==> src/lct_defs.vh <==
// Register map, field positions and timing constants of the link control bank
`ifndef LCT_DEFS_VH
`define LCT_DEFS_VH

// ==========================================================================
// Register byte offsets
`define LCT_ADDR_FAIRNESS 8'hDC
`define LCT_ADDR_CTRL_SET 8'hE0
`define LCT_ADDR_CTRL_CLR 8'hE4
`define LCT_ADDR_CYCLE_TIMER 8'hF0

// ==========================================================================
// Link control bit positions
`define LCT_BIT_EXT_ROLLOVER 22
`define LCT_BIT_ROOT_CYCLE 21
`define LCT_BIT_COUNT_ENABLE 20
`define LCT_BIT_PHY_PKT_RX 10
`define LCT_BIT_SELF_ID_RX 9
`define LCT_BIT_SYNC_FORCE 6

// ==========================================================================
// Fairness field and reset values
`define LCT_PRI_REQ_MSB 7
`define LCT_PRI_REQ_RESET 8'h00
`define LCT_CTRL_RESET 1'b0
`define LCT_ZERO_WORD 32'h00000000

// ==========================================================================
// Cycle timer: 125 us at a 24.576 MHz link clock
`define LCT_CYCLE_PERIOD_US 125
`define LCT_LINK_CLK_KHZ 24576
`define LCT_OFFSET_W 12
`define LCT_CYCLE_COUNT_W 13
`define LCT_OFFSET_ZERO 12'h000
`define LCT_CYCLE_COUNT_ZERO 13'h0000

`endif

==> src/lct_link_ctrl.v <==
// Link control registers, fairness limiter and cycle timer with APB access
//
// Design decision made here: the APB slave port.
`timescale 1ns/1ns
`default_nettype none
`include "lct_defs.vh"

// ==========================================================================
// Summary of operation
// Fairness bits 31..8 read as zero
// Priority requests per interval capped by limit
// Priority request limit resets to zero
// Link control decoded at set and clear aliases
// Ones set or clear; zeros keep; reads current
// Reserved link control bits read as zero
// External select rolls timer on external input
// Otherwise roll over after 3072 link clocks
// Root sends cycle start at every rollover
// Non-root syncs timer to received cycle starts
// Cycle overrun event clears root bit
// Root set ignored while overrun flag set
// Count enable advances offset, else holds still; a cycle start received while non-root still zeroes it
// PHY packets stored when enabled and context on
// Self-ID enable accepts self-ID packets
// Software loads self-ID pointer before enabling
// Force bit holds sync tag filter at one
// Force bit set-only; global reset clears it

module lct_link_ctrl #(
   parameter ADDR_W = 8
) (
   input wire core_clk,
   input wire resetn,
   // APB slave
   input wire psel,
   input wire penable,
   input wire pwrite,
   input wire [ADDR_W-1:0] paddr,
   input wire [31:0] pwdata,
   output reg [31:0] prdata,
   output reg pready,
   output reg pslverr,
   // Link side, asynchronous pins
   input wire link_clk_in,
   input wire external_cycle_input,
   // Link side, same clock domain
   input wire cycle_overrun_event,
   input wire cycle_start_rx,
   input wire [`LCT_CYCLE_COUNT_W-1:0] rx_cycle_count,
   input wire ar_request_context_enabled,
   input wire fairness_interval_start,
   input wire pri_req_made,
   output reg pri_req_allowed,
   output reg cycle_start_send,
   output reg cycle_rollover,
   output reg phy_packet_store_enable,
   output reg self_id_accept,
   output reg sync_filter_force_out,
   output reg [`LCT_OFFSET_W-1:0] cycle_offset,
   output reg [`LCT_CYCLE_COUNT_W-1:0] cycle_count
);

   localparam integer OFS_TICKS =
      `LCT_CYCLE_PERIOD_US * `LCT_LINK_CLK_KHZ / 1000;
   localparam integer OFS_LAST_I = OFS_TICKS - 1;
   localparam [`LCT_OFFSET_W-1:0] OFS_LAST = OFS_LAST_I[`LCT_OFFSET_W-1:0];

   // =======================================================================
   // Control state
   reg [`LCT_PRI_REQ_MSB:0] pri_req_limit;
   reg [`LCT_PRI_REQ_MSB:0] pri_req_used;
   reg external_rollover_select;
   reg root_cycle_generator;
   reg cycle_offset_count_enable;
   reg phy_packet_receive_enable;
   reg self_id_receive_enable;
   reg sync_filter_force;
   reg overrun_seen;

   // =======================================================================
   // Pin synchronisers; first stage feeds only the second
   reg lclk_s1, lclk_s2, lclk_s3;
   reg ext_s1, ext_s2, ext_s3;
   wire link_tick;
   wire ext_event;

   always @(posedge core_clk) begin
      if (!resetn) begin
         lclk_s1 <= 1'b0;
         lclk_s2 <= 1'b0;
         lclk_s3 <= 1'b0;
         ext_s1 <= 1'b0;
         ext_s2 <= 1'b0;
         ext_s3 <= 1'b0;
      end else begin
         lclk_s1 <= link_clk_in;
         lclk_s2 <= lclk_s1;
         lclk_s3 <= lclk_s2;
         ext_s1 <= external_cycle_input;
         ext_s2 <= ext_s1;
         ext_s3 <= ext_s2;
      end
   end

   // Link clock is far below core_clk, so its rising edge is a tick
   assign link_tick = lclk_s2 & ~lclk_s3;
   assign ext_event = ext_s2 & ~ext_s3;

   // =======================================================================
   // APB decode
   wire setup_phase;
   wire wr_commit;
   wire hit_fair, hit_set, hit_clr, hit_timer, hit_any;
   wire [31:0] ctrl_word;
   wire [31:0] timer_word;
   wire overrun_rise;

   assign setup_phase = psel & ~penable;
   assign wr_commit = psel & penable & pready & pwrite & ~pslverr;
   assign hit_fair = (paddr == `LCT_ADDR_FAIRNESS);
   assign hit_set = (paddr == `LCT_ADDR_CTRL_SET);
   assign hit_clr = (paddr == `LCT_ADDR_CTRL_CLR);
   assign hit_timer = (paddr == `LCT_ADDR_CYCLE_TIMER);
   assign hit_any = hit_fair | hit_set | hit_clr | hit_timer;
   assign overrun_rise = cycle_overrun_event & ~overrun_seen;

   // Only implemented bits placed; the rest stay zero
   assign ctrl_word = {9'h000,
                       external_rollover_select,
                       root_cycle_generator,
                       cycle_offset_count_enable,
                       9'h000,
                       phy_packet_receive_enable,
                       self_id_receive_enable,
                       2'h0,
                       sync_filter_force,
                       6'h00};
   assign timer_word = {7'h00, cycle_count, cycle_offset};

   // No wait state: answer is prepared in setup, given in the first access cycle
   always @(posedge core_clk) begin
      if (!resetn) begin
         pready <= 1'b0;
         pslverr <= 1'b0;
         prdata <= `LCT_ZERO_WORD;
      end else if (setup_phase) begin
         pready <= 1'b1;
         pslverr <= ~hit_any | (pwrite & hit_timer);
         if (pwrite || !hit_any)
            prdata <= `LCT_ZERO_WORD;
         else if (hit_fair)
            prdata <= {24'h000000, pri_req_limit};
         else if (hit_timer)
            prdata <= timer_word;
         else
            prdata <= ctrl_word;
      end else begin
         pready <= 1'b0;
         pslverr <= 1'b0;
      end
   end

   // =======================================================================
   // Fairness limit register and per-interval request budget
   always @(posedge core_clk) begin
      if (!resetn) begin
         pri_req_limit <= `LCT_PRI_REQ_RESET;
         pri_req_used <= `LCT_PRI_REQ_RESET;
         pri_req_allowed <= 1'b0;
      end else begin
         if (wr_commit && hit_fair)
            pri_req_limit <= pwdata[`LCT_PRI_REQ_MSB:0];
         if (fairness_interval_start)
            pri_req_used <= `LCT_PRI_REQ_RESET;
         else if (pri_req_made && pri_req_allowed)
            pri_req_used <= pri_req_used + 8'h01;
         // Budget check runs a cycle behind; a request made the same
         // cycle as the last grant sees the old value, so cap by count
         if (fairness_interval_start)
            pri_req_allowed <= (pri_req_limit != 8'h00);
         else if (pri_req_made && pri_req_allowed)
            pri_req_allowed <= (pri_req_used + 8'h01 < pri_req_limit);
         else
            pri_req_allowed <= (pri_req_used < pri_req_limit);
      end
   end

   // =======================================================================
   // Link control set/clear bits
   always @(posedge core_clk) begin
      if (!resetn) begin
         external_rollover_select <= `LCT_CTRL_RESET;
         root_cycle_generator <= `LCT_CTRL_RESET;
         cycle_offset_count_enable <= `LCT_CTRL_RESET;
         phy_packet_receive_enable <= `LCT_CTRL_RESET;
         self_id_receive_enable <= `LCT_CTRL_RESET;
         sync_filter_force <= `LCT_CTRL_RESET;
         overrun_seen <= 1'b0;
      end else begin
         overrun_seen <= cycle_overrun_event;
         if (wr_commit && hit_set) begin
            if (pwdata[`LCT_BIT_EXT_ROLLOVER])
               external_rollover_select <= 1'b1;
            if (pwdata[`LCT_BIT_COUNT_ENABLE])
               cycle_offset_count_enable <= 1'b1;
            if (pwdata[`LCT_BIT_PHY_PKT_RX])
               phy_packet_receive_enable <= 1'b1;
            if (pwdata[`LCT_BIT_SELF_ID_RX])
               self_id_receive_enable <= 1'b1;
            if (pwdata[`LCT_BIT_SYNC_FORCE])
               sync_filter_force <= 1'b1;
         end
         if (wr_commit && hit_clr) begin
            if (pwdata[`LCT_BIT_EXT_ROLLOVER])
               external_rollover_select <= 1'b0;
            if (pwdata[`LCT_BIT_COUNT_ENABLE])
               cycle_offset_count_enable <= 1'b0;
            if (pwdata[`LCT_BIT_PHY_PKT_RX])
               phy_packet_receive_enable <= 1'b0;
            if (pwdata[`LCT_BIT_SELF_ID_RX])
               self_id_receive_enable <= 1'b0;
         end
         // Hardware clear on overrun outranks any software write
         if (overrun_rise)
            root_cycle_generator <= 1'b0;
         else if (wr_commit && hit_clr && pwdata[`LCT_BIT_ROOT_CYCLE])
            root_cycle_generator <= 1'b0;
         else if (wr_commit && hit_set && pwdata[`LCT_BIT_ROOT_CYCLE]
                  && !cycle_overrun_event)
            root_cycle_generator <= 1'b1;
      end
   end

   // =======================================================================
   // Cycle timer
   wire internal_roll;
   wire roll_now;

   assign internal_roll = link_tick & (cycle_offset == OFS_LAST);
   assign roll_now = cycle_offset_count_enable &
                     (external_rollover_select ? ext_event : internal_roll);

   always @(posedge core_clk) begin
      if (!resetn) begin
         cycle_offset <= `LCT_OFFSET_ZERO;
         cycle_count <= `LCT_CYCLE_COUNT_ZERO;
         cycle_start_send <= 1'b0;
         cycle_rollover <= 1'b0;
      end else begin
         cycle_rollover <= roll_now;
         cycle_start_send <= roll_now & root_cycle_generator;
         if (cycle_start_rx && !root_cycle_generator) begin
            cycle_count <= rx_cycle_count;
            cycle_offset <= `LCT_OFFSET_ZERO;
         end else if (roll_now) begin
            cycle_offset <= `LCT_OFFSET_ZERO;
            cycle_count <= cycle_count + 13'h0001;
         end else if (cycle_offset_count_enable && link_tick &&
                      cycle_offset != OFS_LAST) begin
            cycle_offset <= cycle_offset + 12'h001;
         end
      end
   end

   // =======================================================================
   // Receiver and isochronous filter controls
   always @(posedge core_clk) begin
      if (!resetn) begin
         phy_packet_store_enable <= 1'b0;
         self_id_accept <= 1'b0;
         sync_filter_force_out <= 1'b0;
      end else begin
         phy_packet_store_enable <= phy_packet_receive_enable &
                                    ar_request_context_enabled;
         // Software must have loaded the buffer pointer already
         self_id_accept <= self_id_receive_enable;
         sync_filter_force_out <= sync_filter_force;
      end
   end

endmodule // lct_link_ctrl
`default_nettype wire

==> config.mk <==
export PLATFORM = sky130hd
export DESIGN_NAME = lct_link_ctrl
export DESIGN_NICKNAME = d
export VERILOG_FILES = /design/src/lct_link_ctrl.v
export VERILOG_INCLUDE_DIRS = /design/src
export SDC_FILE = /design/constraint.sdc
export NUM_CORES = 1
export LEC_CHECK = 0
export CAP_MARGIN = 25
export CORE_AREA = 8 8 90 92
export CTS_CLUSTER_SIZE = 24
export DETAILED_ROUTE_END_ITERATION = 7
export DIE_AREA = 0 0 98 100
export DONT_BUFFER_PORTS = 1
export GPL_TIMING_DRIVEN = 0
export PLACE_DENSITY = 0.8
export SLEW_MARGIN = 20
export SYNTH_ARGS = -nofsm -noshare
export SYNTH_HDL_FRONTEND = slang
export SYNTH_SLANG_ARGS = --single-unit
==> constraint.sdc <==
create_clock -name core_clk -period 3.84 [get_ports core_clk]
set_input_delay 1.152 -clock core_clk [delete_from_list [all_inputs] [get_ports core_clk]]
set_output_delay 1.152 -clock core_clk [all_outputs]
set_load 0.005 [all_outputs]
### Word level (Yosys, flattened, before mapping)

Cells that the tools add are included.

| cells by class | value |
|---|---|
| magnitude comparators | 2 |
| bitwise operators | 24 |
| reductions and logical operators | 21 |
| muxes and demuxes | 25 |
| $add $sub $neg | 3 |
| equal/unequal tests | 6 |

Operators with widths:

| kind | number |
|---|---|
| 25-bit 2-to-1 mux | 3 |
| 8-bit == test, second input constant | 4 |
| 13-bit 2-to-1 mux | 2 |
| 1-bit 2-to-1 mux | 20 |
| 8-bit < comparator | 2 |
| 13-bit by 1-bit adder with 13-bit output, second input constant | 1 |
| 1-bit bitwise AND | 13 |
| 12-bit by 1-bit adder with 12-bit output, second input constant | 1 |
| 12-bit == test, second input constant | 1 |
| 12-bit != test, second input constant | 1 |
| 1-bit logical AND | 10 |
| 8-bit by 1-bit adder with 8-bit output, second input constant | 1 |
| 8-bit nonzero test | 1 |
| 1-bit inverter | 7 |
| 3-bit OR reduction | 2 |
| 1-bit OR | 4 |
| 2-bit AND reduction | 2 |
| 1-bit logical NOT | 3 |
| 2-bit nonzero test | 1 |
| 2-bit OR reduction | 1 |
| 1-bit logical OR | 1 |

| storage, ports and cells | value |
|---|---|
| input bits | 65 |
| word-level logic and storage cells | 107 |
| register bits after elaboration | 94 |
| output and inout bits | 65 |

### Longest topological paths before layout

Gate-level depths: netlist (run 1).

| logic depth | value |
|---|---|
| depth in word-level cells | 8 |
| depth in mapped cells | 11 |
| gate-level depth less buffers | 10 |

### Least setup slack after synthesis (run 1)

No wires, ideal clock.

| path | value |
|---|---|
| path kind | input to register |
| from | in paddr[1] |
| to | reg prdata[18] |
| arrival | 2675 ps |
| data required time | 3775 ps |
| setup time | 65 ps |
| stages | 7 |
| setup slack | 1100 ps |
| buffers on the path | 2 |
| path through | or4b_1 buf_2 nor3_4 nor4b_4 buf_6 a22oi_1 nor2_1 |

| on the way | value |
|---|---|
| word-level cells in the longest chain between the ends | 7 |
| elaborated cells between the ends (all ways) | 12 |
| classes of those cells | eq/ne (4); mux (3); bitwise (3); reduce/logical (2) |

Ends and longest elaborated chain:

| element | RTL line | RTL |
|---|---|---|
| from (decl) | lct_link_ctrl.v:38 | `input wire [ADDR_W-1:0] paddr,` |
| 8-bit == test (no line) | -- |  |
| 1-bit OR (3 in a row) | lct_link_ctrl.v:124 | `assign hit_any = hit_fair \| hit_set \| hit_clr \| hit_timer;` |
| 1-bit logical NOT | lct_link_ctrl.v:149 | `if (pwrite \|\| !hit_any)` |
| 1-bit logical OR | lct_link_ctrl.v:149 |  |
| 25-bit 2-to-1 mux (*) | lct_link_ctrl.v:149 |  |
| to (signal assigned) | lct_link_ctrl.v:150 | `` prdata <= `LCT_ZERO_WORD; `` |
| to (signal assigned) | lct_link_ctrl.v:152 | `prdata <= {24'h000000, pri_req_limit};` |
| to (signal assigned) | lct_link_ctrl.v:154 | `prdata <= timer_word;` |
| to (decl) | lct_link_ctrl.v:40 | `output reg [31:0] prdata,` |

Every way passes the cells marked *; elsewhere a longest branch is shown, timed or not.
A chain may end at the register's enable or synchronous reset.

### Worst setup path in the final report (run 1)

| path | value |
|---|---|
| from | in cycle_start_rx |
| to | reg cycle_count[12] |

| on the way | value |
|---|---|
| word-level cells in the longest chain between the ends | 2 |
| elaborated cells between the ends (all ways) | 3 |
| classes of those cells | mux (1); reduce/logical (2) |

Ends and longest elaborated chain:

| element | RTL line | RTL |
|---|---|---|
| from (decl) | lct_link_ctrl.v:48 | `input wire cycle_start_rx,` |
| 1-bit logical AND (*) | lct_link_ctrl.v:252 | `if (cycle_start_rx && !root_cycle_generator) begin` |
| 13-bit 2-to-1 mux / 2-bit nonzero test (equally long branches) | -- |  |
| to (signal assigned) | lct_link_ctrl.v:246 | `` cycle_count <= `LCT_CYCLE_COUNT_ZERO; `` |
| to (signal assigned) | lct_link_ctrl.v:253 | `cycle_count <= rx_cycle_count;` |
| to (signal assigned) | lct_link_ctrl.v:257 | `cycle_count <= cycle_count + 13'h0001;` |
| to (decl) | lct_link_ctrl.v:60 | `` output reg [`LCT_CYCLE_COUNT_W-1:0] cycle_count `` |

Marks and branches as above.

==> impl_metrics.env, run 1 <==
export IMPL_ir_worst_vdd_uv=237
export IMPL_yosysWarningCount=0
export IMPL_reg2reg_to="pri_req_allowed"
export IMPL_hold_viol=0
export IMPL_cts_buffers=9
export IMPL_ctsResizeCount=0
export IMPL_die_area_sq_um=9800
export IMPL_area_growth_pct=7.39
export IMPL_diodes=0
export IMPL_avgSynthCellArea_sq_um=8.55
export IMPL_io_pins=130
export IMPL_required_ns=4.13
export IMPL_layout_drive_gt1_share=0.0713
export IMPL_firstDrtPassIters=5
export IMPL_tightest_slew_ns=0.638
export IMPL_setup_tns_ns=0
export IMPL_h_tree_depth=3
export IMPL_yosysSeqAreaShare=0.410
export IMPL_netlist_area_leader_share=0.410
export IMPL_cts_tree="done"
export IMPL_worstSetupPathType="in -> reg"
export IMPL_vias_per_cell=6.25
export IMPL_antenna_found_initial=0
export IMPL_fin_nets=596
export IMPL_cp_arrival_ns=2.99
export IMPL_hp_start="ext_s1"
export IMPL_die_h_microns=100
export IMPL_ys_flop_type="dfxtp_1"
export IMPL_track_usage=0.232
export IMPL_gp_congestion=0.904
export IMPL_finalCriticalPeriod_ns=2.70
export IMPL_clk_path_buf_depth=2
export IMPL_holdPathEnd="ext_s2"
export IMPL_detail_route_wl_per_cell_microns=19.4
export IMPL_die_w_microns=98
export IMPL_synth_distinct_cells=57
export IMPL_post_cts_setup_buffer_count=0
export IMPL_grt_max_degree=16
export IMPL_setup_slack_ns=1.14
export IMPL_p_leak_nw=1.66
export IMPL_power_density_nw_per_um2=361
export IMPL_place_detailed_hpwl_microns=8790
export IMPL_max_cap_violations=0
export IMPL_synth_area_leaders="dfxtp_1 (41%), nor2_1 (5.9%), ha_1 (5.0%)"
export IMPL_r2r_cells=11
export IMPL_synth_edf_count=0
export IMPL_drtAntennaViolNets=0
export IMPL_netlist_area_sq_um=4250
export IMPL_path_max_fanout=10
export IMPL_syn_inst=497
export IMPL_final_util=0.687
export IMPL_final_fill_count=565
export IMPL_cp_start_kind="input pin"
export IMPL_cts_sinks=87
export IMPL_portBuffers=0
export IMPL_reg2reg_from="pri_req_used[2]"
export IMPL_clock_root_buffer="clkbuf_8"
export IMPL_detailroute_via_count=3742
export IMPL_synthArstFlopShare=0
export IMPL_rows=30
export IMPL_postRouteWirelength_microns=11600
export IMPL_fmax_mhz=371
export IMPL_path_clk_slew_ns=0.09
export IMPL_pre_cts_slack_ns=0.818
export IMPL_finalClockSkew_ns=0.00862
export IMPL_hp_class="reg -> reg"
export IMPL_worst_setup_path_end_kind="register"
export IMPL_synth_ff_latch_count=87
export IMPL_status="finished clean"
export IMPL_finalCritPeriodShare=0.703
export IMPL_slew_viol_final=0
export IMPL_rsz0062_at_grt="no"
export IMPL_r2r_slack_ns=1.16
export IMPL_clk_latency_ns=0.36
export IMPL_grt_pass1_vias=3554
export IMPL_min_path_cells=1
export IMPL_grt_first_pass_wirelength_microns=18400
export IMPL_grt_overflow_total=0
export IMPL_maxSlewHeadroom=0.575
export IMPL_postPlaceCellArea_sq_um=4370
export IMPL_route_detailed_drc=0
export IMPL_finalSetupViolCount=0
export IMPL_finish_instance_area_sq_um=4560
export IMPL_core_area_sq_um=6640
export IMPL_drtIter0Drc=208
export IMPL_synth_top_area_cell="dfxtp_1"
export IMPL_total_power_w=0.00165
export IMPL_ctsHoldBuffers=0
export IMPL_start_util=0.639
flip-flops by register name, summed over array words and instances, names as in the netlist, 8 cells and up, named ones only:
signal	flops
pri_req_used	8
pri_req_limit	8
cycle_count	13
cycle_offset	12
prdata	25
how the worst max path moves through the flow:
stage | slack, ns | startpoint | to | cells after the start
CTS | 1.15 | cycle_start_rx | cycle_count[12] | 7
finish | 1.14 | cycle_start_rx | cycle_count[12] | 7
global placement | 0.88 | paddr[1] | prdata[16] | 7
floorplan | 1.10 | paddr[1] | prdata[18] | 7
detailed placement | 0.82 | cycle_start_rx | cycle_count[12] | 7
global route | 0.84 | pri_req_used[2] | pri_req_allowed | 11
power breakdown:
| group | total, W | internal, W | switching, W | leakage, nW |
|---|---|---|---|---|
| logic | 0.0000890 | 0.0000310 | 0.0000580 | 0.861 |
| registers | 0.000931 | 0.000913 | 0.0000176 | 0.704 |
| clock network | 0.000628 | 0.000279 | 0.000349 | 0.0951 |
Yosys cell counts, types with 2 or more instances:
| cell | count |
|---|---|
| nand3_1 | 11 |
| o21a_1 | 2 |
| and2_1 | 14 |
| nor3b_1 | 3 |
| nand2_1 | 43 |
| a22oi_1 | 22 |
| a2bb2oi_1 | 7 |
| o21ai_0 | 15 |
| nor2b_1 | 2 |
| a31oi_1 | 3 |
| o32ai_1 | 2 |
| or3_1 | 4 |
| a21oi_1 | 32 |
| nand4_1 | 12 |
| nor2_1 | 67 |
| a21o_1 | 3 |
| a211oi_1 | 2 |
| nor3_1 | 9 |
| o22ai_1 | 2 |
| o31ai_1 | 5 |
| buf_2 | 5 |
| dfxtp_1 | 87 |
| clkbuf_1 | 22 |
| and3b_1 | 2 |
| buf_4 | 7 |
| nor4_1 | 6 |
| a311oi_1 | 5 |
| mux2i_1 | 14 |
| xor2_1 | 15 |
| and3_1 | 5 |
| xnor2_1 | 6 |
| nand2b_1 | 5 |
| or2_2 | 5 |
| ha_1 | 17 |
| inv_1 | 11 |
| o211ai_1 | 4 |
worst max-delay path, stage by stage:
cell,delay [ns]
nand2b_1,0.04
clkbuf_1,0.34
o21ai_0,0.21
a31oi_2,0.47
clkbuf_1,0.42
o21ai_0,0.18
a21oi_1,0.16
layout by cell type, fill, tap and decap left out, types with 6 or more instances in the layout:
cell and count:
a22oi_1 22, nand2_1 43, buf_4 7, xor2_1 15, and2_1 14, nor3_1 9, clkbuf_8 11, dfxtp_1 87
nand3_1 11, ha_1 17, clkbuf_1 23, a2bb2oi_1 7, nor4_1 6, nor2_1 67, a21oi_1 32, conb_1 7
o21ai_0 15, inv_1 11, nand4_1 12, mux2i_1 14, xnor2_1 6
cell families after synthesis:
kind of cell | share of synthesized area
AOI/OAI and AO/OA | 0.184
xor gates and xnor gates | 0.0433
adders and majority gates | 0.0501
buffers and inverters | 0.0510
DFF | 0.410
muxes | 0.0330
other | 0.000883
and+or+nand+nor | 0.228
cell type report:
class | instances | area [sq um] | area share
clock inverter | 4 | 36.3 | 0.00795
inverter | 11 | 41.3 | 0.00905
multi-input combinational | 369 | 2310 | 0.507
tap | 80 | 100 | 0.0219
buffer | 36 | 175 | 0.0384
clock buffer | 12 | 155 | 0.0340
sequential | 87 | 1740 | 0.382
per-stage QoR:
step / instances / hold slack [ns]
2_1_floorplan: 503 / 0.412
3_3_place_gp: 583 / 0.417
3_5_place_dp: 583 / 0.423
4_1_cts: 599 / 0.447
5_1_grt: 599 / 0.454
6_report: 599 / 0.443
routing by layer:
| metal | routed length, microns | GRT usage | up-vias | part of all wire |
|---|---|---|---|---|
| li1 | - | - | 1794 | - |
| met1 | 4620 | 0.266 | 1759 | 0.40 |
| met2 | 5420 | 0.383 | 163 | 0.47 |
| met3 | 1290 | 0.0948 | 26 | 0.11 |
| met4 | 279 | 0.0815 | 0 | 0.024 |
| met5 | 0 | 0 | - | 0 |
(Power assumes the default switching activity.)
==> run 2, diff against run 1 <==
--- a/config.mk
+++ b/config.mk
@@ -7,13 +7,13 @@
 export NUM_CORES = 1
 export LEC_CHECK = 0
 export CAP_MARGIN = 25
-export CORE_AREA = 8 8 90 92
+export CORE_AREA = 8 8 92 94
 export CTS_CLUSTER_SIZE = 24
 export DETAILED_ROUTE_END_ITERATION = 7
-export DIE_AREA = 0 0 98 100
+export DIE_AREA = 0 0 100 102
 export DONT_BUFFER_PORTS = 1
 export GPL_TIMING_DRIVEN = 0
-export PLACE_DENSITY = 0.8
+export PLACE_DENSITY = 0.77
 export SLEW_MARGIN = 20
 export SYNTH_ARGS = -nofsm -noshare
 export SYNTH_HDL_FRONTEND = slang
==> constraint.sdc (replaced) <==
create_clock -name core_clk -period 2.7 [get_ports core_clk]
set_input_delay 0.81 -clock core_clk [delete_from_list [all_inputs] [get_ports core_clk]]
set_output_delay 0.81 -clock core_clk [all_outputs]
set_load 0.005 [all_outputs]
==> impl_metrics.env, run 2 (synthesized netlist as in run 1, its figures left out) <==
export IMPL_min_path_cells=1
export IMPL_clk_latency_ns=0.36
export IMPL_place_detailed_hpwl_microns=8820
export IMPL_cts_tree="done"
export IMPL_detail_route_wl_per_cell_microns=18.6
export IMPL_route_detailed_drc=0
export IMPL_fin_nets=596
export IMPL_pre_cts_slack_ns=0.0425
export IMPL_portBuffers=0
export IMPL_r2r_cells=11
export IMPL_hp_class="reg -> reg"
export IMPL_fmax_mhz=404
export IMPL_finalCritPeriodShare=0.917
export IMPL_setup_tns_ns=0
export IMPL_finalCriticalPeriod_ns=2.48
export IMPL_detailroute_via_count=3680
export IMPL_final_common_cell="dfxtp_1"
export IMPL_firstDrtPassIters=5
export IMPL_power_density_nw_per_um2=510
export IMPL_die_h_microns=102
export IMPL_grt_first_pass_wirelength_microns=17600
export IMPL_path_max_fanout=5
export IMPL_postRouteWirelength_microns=11500
export IMPL_tightest_slew_ns=0.582
export IMPL_start_util=0.602
export IMPL_gp_congestion=0.835
export IMPL_diodes=0
export IMPL_core_area_sq_um=7060
export IMPL_slew_viol_final=0
export IMPL_worstSetupPathType="reg -> reg"
export IMPL_final_fill_count=615
export IMPL_drtAntennaViolNets=0
export IMPL_path_clk_slew_ns=0.09
export IMPL_p_leak_nw=1.66
export IMPL_finalSetupViolCount=0
export IMPL_hold_viol=0
export IMPL_required_ns=2.99
export IMPL_grt_max_degree=15
export IMPL_area_growth_pct=7.98
export IMPL_maxSlewHeadroom=0.612
export IMPL_cp_start_kind="register"
export IMPL_die_w_microns=100
export IMPL_layout_drive_gt1_share=0.0732
export IMPL_rsz0062_at_grt="no"
export IMPL_cp_arrival_ns=2.76
export IMPL_io_pins=130
export IMPL_regMostFlops="prdata"
export IMPL_track_usage=0.221
export IMPL_ctsHoldBuffers=0
export IMPL_cts_buffers=9
export IMPL_h_tree_depth=3
export IMPL_largest_registers="prdata (25), cycle_count (13), cycle_offset (12)"
export IMPL_grt_pass1_vias=3497
export IMPL_vias_per_cell=5.95
export IMPL_antenna_found_initial=0
export IMPL_clock_root_buffer="clkbuf_8"
export IMPL_worst_setup_path_end_kind="register"
export IMPL_largest_register_ffs=25
export IMPL_placedCellCount=602
export IMPL_status="finished clean"
export IMPL_rows=31
export IMPL_fin_cells=618
export IMPL_drtIter0Drc=168
export IMPL_max_cap_violations=0
export IMPL_grt_overflow_total=0
export IMPL_total_power_w=0.00234
export IMPL_clk_path_buf_depth=2
export IMPL_cts_sinks=87
export IMPL_finalClockSkew_ns=0.00926
export IMPL_setup_slack_ns=0.224
export IMPL_die_area_sq_um=10200
export IMPL_final_cell_mix="dfxtp_1 (85), nor2_1 (67), nand2_1 (43)"
export IMPL_ir_worst_vdd_uv=289
==> run 2: path summary, 6_finish.rpt <==
kind	startpoint	to	slack [ns]
setup / recovery	pri_req_used[2]	pri_req_allowed	0.22
hold / removal	ext_s1	ext_s2	0.44
setup reg to reg	pri_req_used[2]	pri_req_allowed	0.22
hold reg to reg	ext_s1	ext_s2	0.44
==> run 2: layout make-up <==
class / count / area [sq um] / area share
Buffer: 36 / 175 / 0.0382
Clock buffer: 11 / 131 / 0.0286
Clock inverter: 5 / 57.6 / 0.0125
Inverter: 11 / 41.3 / 0.00900
Multi-Input combinational cell: 369 / 2310 / 0.504
Sequential cell: 87 / 1740 / 0.380
Tap cell: 99 / 124 / 0.0270
==> run 2: layer usage <==
metal / vias to the layer above / wire length (microns) / global-route usage
met5: - / 0 / 0
met4: 0 / 252 / 0.116
met3: 22 / 1090 / 0.0715
met2: 145 / 5630 / 0.369
met1: 1718 / 4520 / 0.246
li1: 1795 / - / -
==> run 2: worst max-delay path: stages, from the launching register on <==
cell,delay (ns)
dfxtp_2,0.40
nand3_1,0.18
or2_2,0.33
clkbuf_1,0.14
nor2_1,0.14
xor2_1,0.19
ha_1,0.29
nand2_1,0.08
nor2_1,0.04
a2111oi_1,0.36
o2bb2ai_1,0.13
a21oi_1,0.13
==> run 2: where the power goes <==
| group | switching (W) | internal (W) |
|---|---|---|
| sequential | 0.0000253 | 0.00130 |
| combinational | 0.0000813 | 0.0000442 |
| clock | 0.000458 | 0.000430 |
==> run 2: timing repair <==
item	in CTS	in global routing
setup buffers	0	0
endpoints found under the setup margin	0	1
endpoints found under the hold margin	0	0
resized for setup	0	3
==> run 2: per-stage QoR <==
stage,hold WS [ns],area [sq um],utilization
floorplan,0.412,4270,-
global placement,0.415,4390,0.622
finish,0.438,4590,0.650
global route,0.459,4590,0.650
detailed placement,0.422,4390,0.622
CTS,0.436,4580,0.649
==> run 3, diff against run 2 <==
--- a/config.mk
+++ b/config.mk
@@ -7,13 +7,13 @@
 export NUM_CORES = 1
 export LEC_CHECK = 0
 export CAP_MARGIN = 25
-export CORE_AREA = 8 8 92 94
+export CORE_AREA = 8 8 99 101
 export CTS_CLUSTER_SIZE = 24
 export DETAILED_ROUTE_END_ITERATION = 7
-export DIE_AREA = 0 0 100 102
+export DIE_AREA = 0 0 107 109
 export DONT_BUFFER_PORTS = 1
 export GPL_TIMING_DRIVEN = 0
-export PLACE_DENSITY = 0.77
+export PLACE_DENSITY = 0.67
 export SLEW_MARGIN = 20
 export SYNTH_ARGS = -nofsm -noshare
 export SYNTH_HDL_FRONTEND = slang
==> impl_metrics.env, run 3 (synthesized netlist as in run 1, its figures left out) <==
export IMPL_slew_viol_final=0
export IMPL_diodes=0
export IMPL_slowest_delay_ns=0.45
export IMPL_path_max_fanout=5
export IMPL_finalClockSkew_ns=0.00800
export IMPL_antenna_found_initial=0
export IMPL_fmax_mhz=403
export IMPL_maxSlewHeadroom=0.603
export IMPL_cts_sinks=87
export IMPL_cp_start_kind="register"
export IMPL_vias_per_cell=5.81
export IMPL_final_fill_count=799
export IMPL_seqPwrFrac=0.551
export IMPL_layout_drive_gt1_share=0.0732
export IMPL_worstSetupStartpoint="pri_req_used[2]"
export IMPL_rsz0062_at_grt="no"
export IMPL_grt_first_pass_wirelength_microns=18100
export IMPL_clk_latency_ns=0.36
export IMPL_combPwrFrac=0.052
export IMPL_rows=34
export IMPL_fin_nets=596
export IMPL_status="finished clean"
export IMPL_die_w_microns=107
export IMPL_die_h_microns=109
export IMPL_firstDrtPassIters=5
export IMPL_crit_cells=11
export IMPL_ir_worst_vdd_uv=265
export IMPL_grt_pass1_vias=3479
export IMPL_core_area_sq_um=8380
export IMPL_clk_path_buf_depth=2
export IMPL_route_detailed_drc=0
export IMPL_track_usage=0.198
export IMPL_detail_route_wl_per_cell_microns=18.7
export IMPL_path_clk_slew_ns=0.09
export IMPL_h_tree_depth=3
export IMPL_slowest_stage="dfxtp_1"
export IMPL_die_area_sq_um=11700
export IMPL_final_cell_mix="dfxtp_1 (87), nor2_1 (67), nand2_1 (43)"
export IMPL_swShare=0.259
export IMPL_cpMostUsedCell="nor2_1"
export IMPL_worst_setup_path_end_kind="register"
export IMPL_regMostFlops="prdata"
export IMPL_detailroute_via_count=3643
export IMPL_hold_viol=0
export IMPL_clkPwrFrac=0.397
export IMPL_portBuffers=0
export IMPL_start_util=0.507
export IMPL_cts_tree="done"
export IMPL_hold_slack_ns=0.448
export IMPL_finalSetupViolCount=0
export IMPL_cp_top_family="simple AND/OR/NAND/NOR gates"
export IMPL_crit_chain="nand3_1, or2_2, clkbuf_1, nor2_1, xor2_1, ha_1, nand2_1, nor2_1, a2111oi_0, o2bb2ai_1, a21oi_1"
export IMPL_reg2reg_from="pri_req_used[2]"
export IMPL_cp_arrival_ns=2.77
export IMPL_clock_root_buffer="clkbuf_8"
export IMPL_ctsHoldBuffers=0
export IMPL_drtAntennaViolNets=0
export IMPL_post_cts_setup_buffer_count=0
export IMPL_grt_overflow_total=0
export IMPL_final_common_cell="dfxtp_1"
export IMPL_place_detailed_hpwl_microns=9090
export IMPL_tightest_slew_ns=0.594
export IMPL_setup_tns_ns=0
export IMPL_ctsResizeCount=0
export IMPL_finalCriticalPeriod_ns=2.48
export IMPL_grt_max_degree=17
export IMPL_min_path_cells=1
export IMPL_p_switching_w=0.000621
export IMPL_drtIter0Drc=173
export IMPL_postRouteWirelength_microns=11700
export IMPL_io_pins=130
export IMPL_largest_registers="prdata (25), cycle_count (13), cycle_offset (12)"
export IMPL_power_density_nw_per_um2=521
export IMPL_hp_class="reg -> reg"
export IMPL_cts_buffers=9
export IMPL_required_ns=2.99
export IMPL_largest_register_ffs=25
export IMPL_worstSetupPathType="reg -> reg"
export IMPL_reg2reg_to="pri_req_allowed"
export IMPL_area_growth_pct=8.45
export IMPL_p_int_w=0.00178
export IMPL_max_cap_violations=0
export IMPL_finalCritPeriodShare=0.918
export IMPL_p_leak_nw=1.67
export IMPL_crit_end="pri_req_allowed"
export IMPL_r2r_slack_ns=0.22
export IMPL_gp_congestion=0.906
export IMPL_r2r_cells=11
export IMPL_cp_num_buf_inv=1
## run 3: final cells by class
class	instances	area, sq um	share of cell area
multi-input combinational	369	2310	0.502
inverter	11	41.3	0.00896
clock buffer	9	124	0.0269
sequential	87	1740	0.378
tap	108	135	0.0293
clock inverter	7	77.6	0.0168
buffer	36	175	0.0380
## run 3: metrics by stage
| stage | total power (W) | setup WS [ns] | util | instance area (sq um) | instances |
|---|---|---|---|---|---|
| global placement | 0.00147 | 0.0449 | 0.526 | 4410 | 611 |
| detailed placement | 0.00148 | 0.0337 | 0.526 | 4410 | 611 |
| finish | 0.00240 | 0.222 | 0.550 | 4610 | 627 |
| CTS | 0.00241 | 0.222 | 0.550 | 4610 | 627 |
| global route | 0.00249 | 0.0142 | 0.550 | 4610 | 627 |
| floorplan | 0.00144 | 0.302 | - | 4270 | 503 |
## run 3: how the worst min path moves through the flow
stage             from      end  slack [ns]
6_report       lclk_s1  lclk_s2        0.45
3_3_place_gp   lclk_s1  lclk_s2        0.42
5_1_grt        lclk_s1  lclk_s2        0.47
2_1_floorplan   ext_s1   ext_s2        0.41
4_1_cts        lclk_s1  lclk_s2        0.45
3_5_place_dp    ext_s1   ext_s2        0.42
## run 3: routing by layer
layer / vias up / global-route usage / wire (microns)
li1: 1802 / - / -
met1: 1679 / 0.223 / 4600
met2: 147 / 0.321 / 5510
met3: 15 / 0.0957 / 1400
met4: 0 / 0.0693 / 200
met5: - / 0 / 0
## run 3: power groups by stage
stage | Sequential (W) | Combinational (W) | Clock, W
3_5_place_dp | 0.00135 | 0.000123 | 0
4_1_cts | 0.00132 | 0.000124 | 0.000964
2_1_floorplan | 0.00134 | 0.0000956 | 0
3_3_place_gp | 0.00135 | 0.000121 | 0
5_1_grt | 0.00133 | 0.000140 | 0.00102
6_report | 0.00132 | 0.000125 | 0.000955
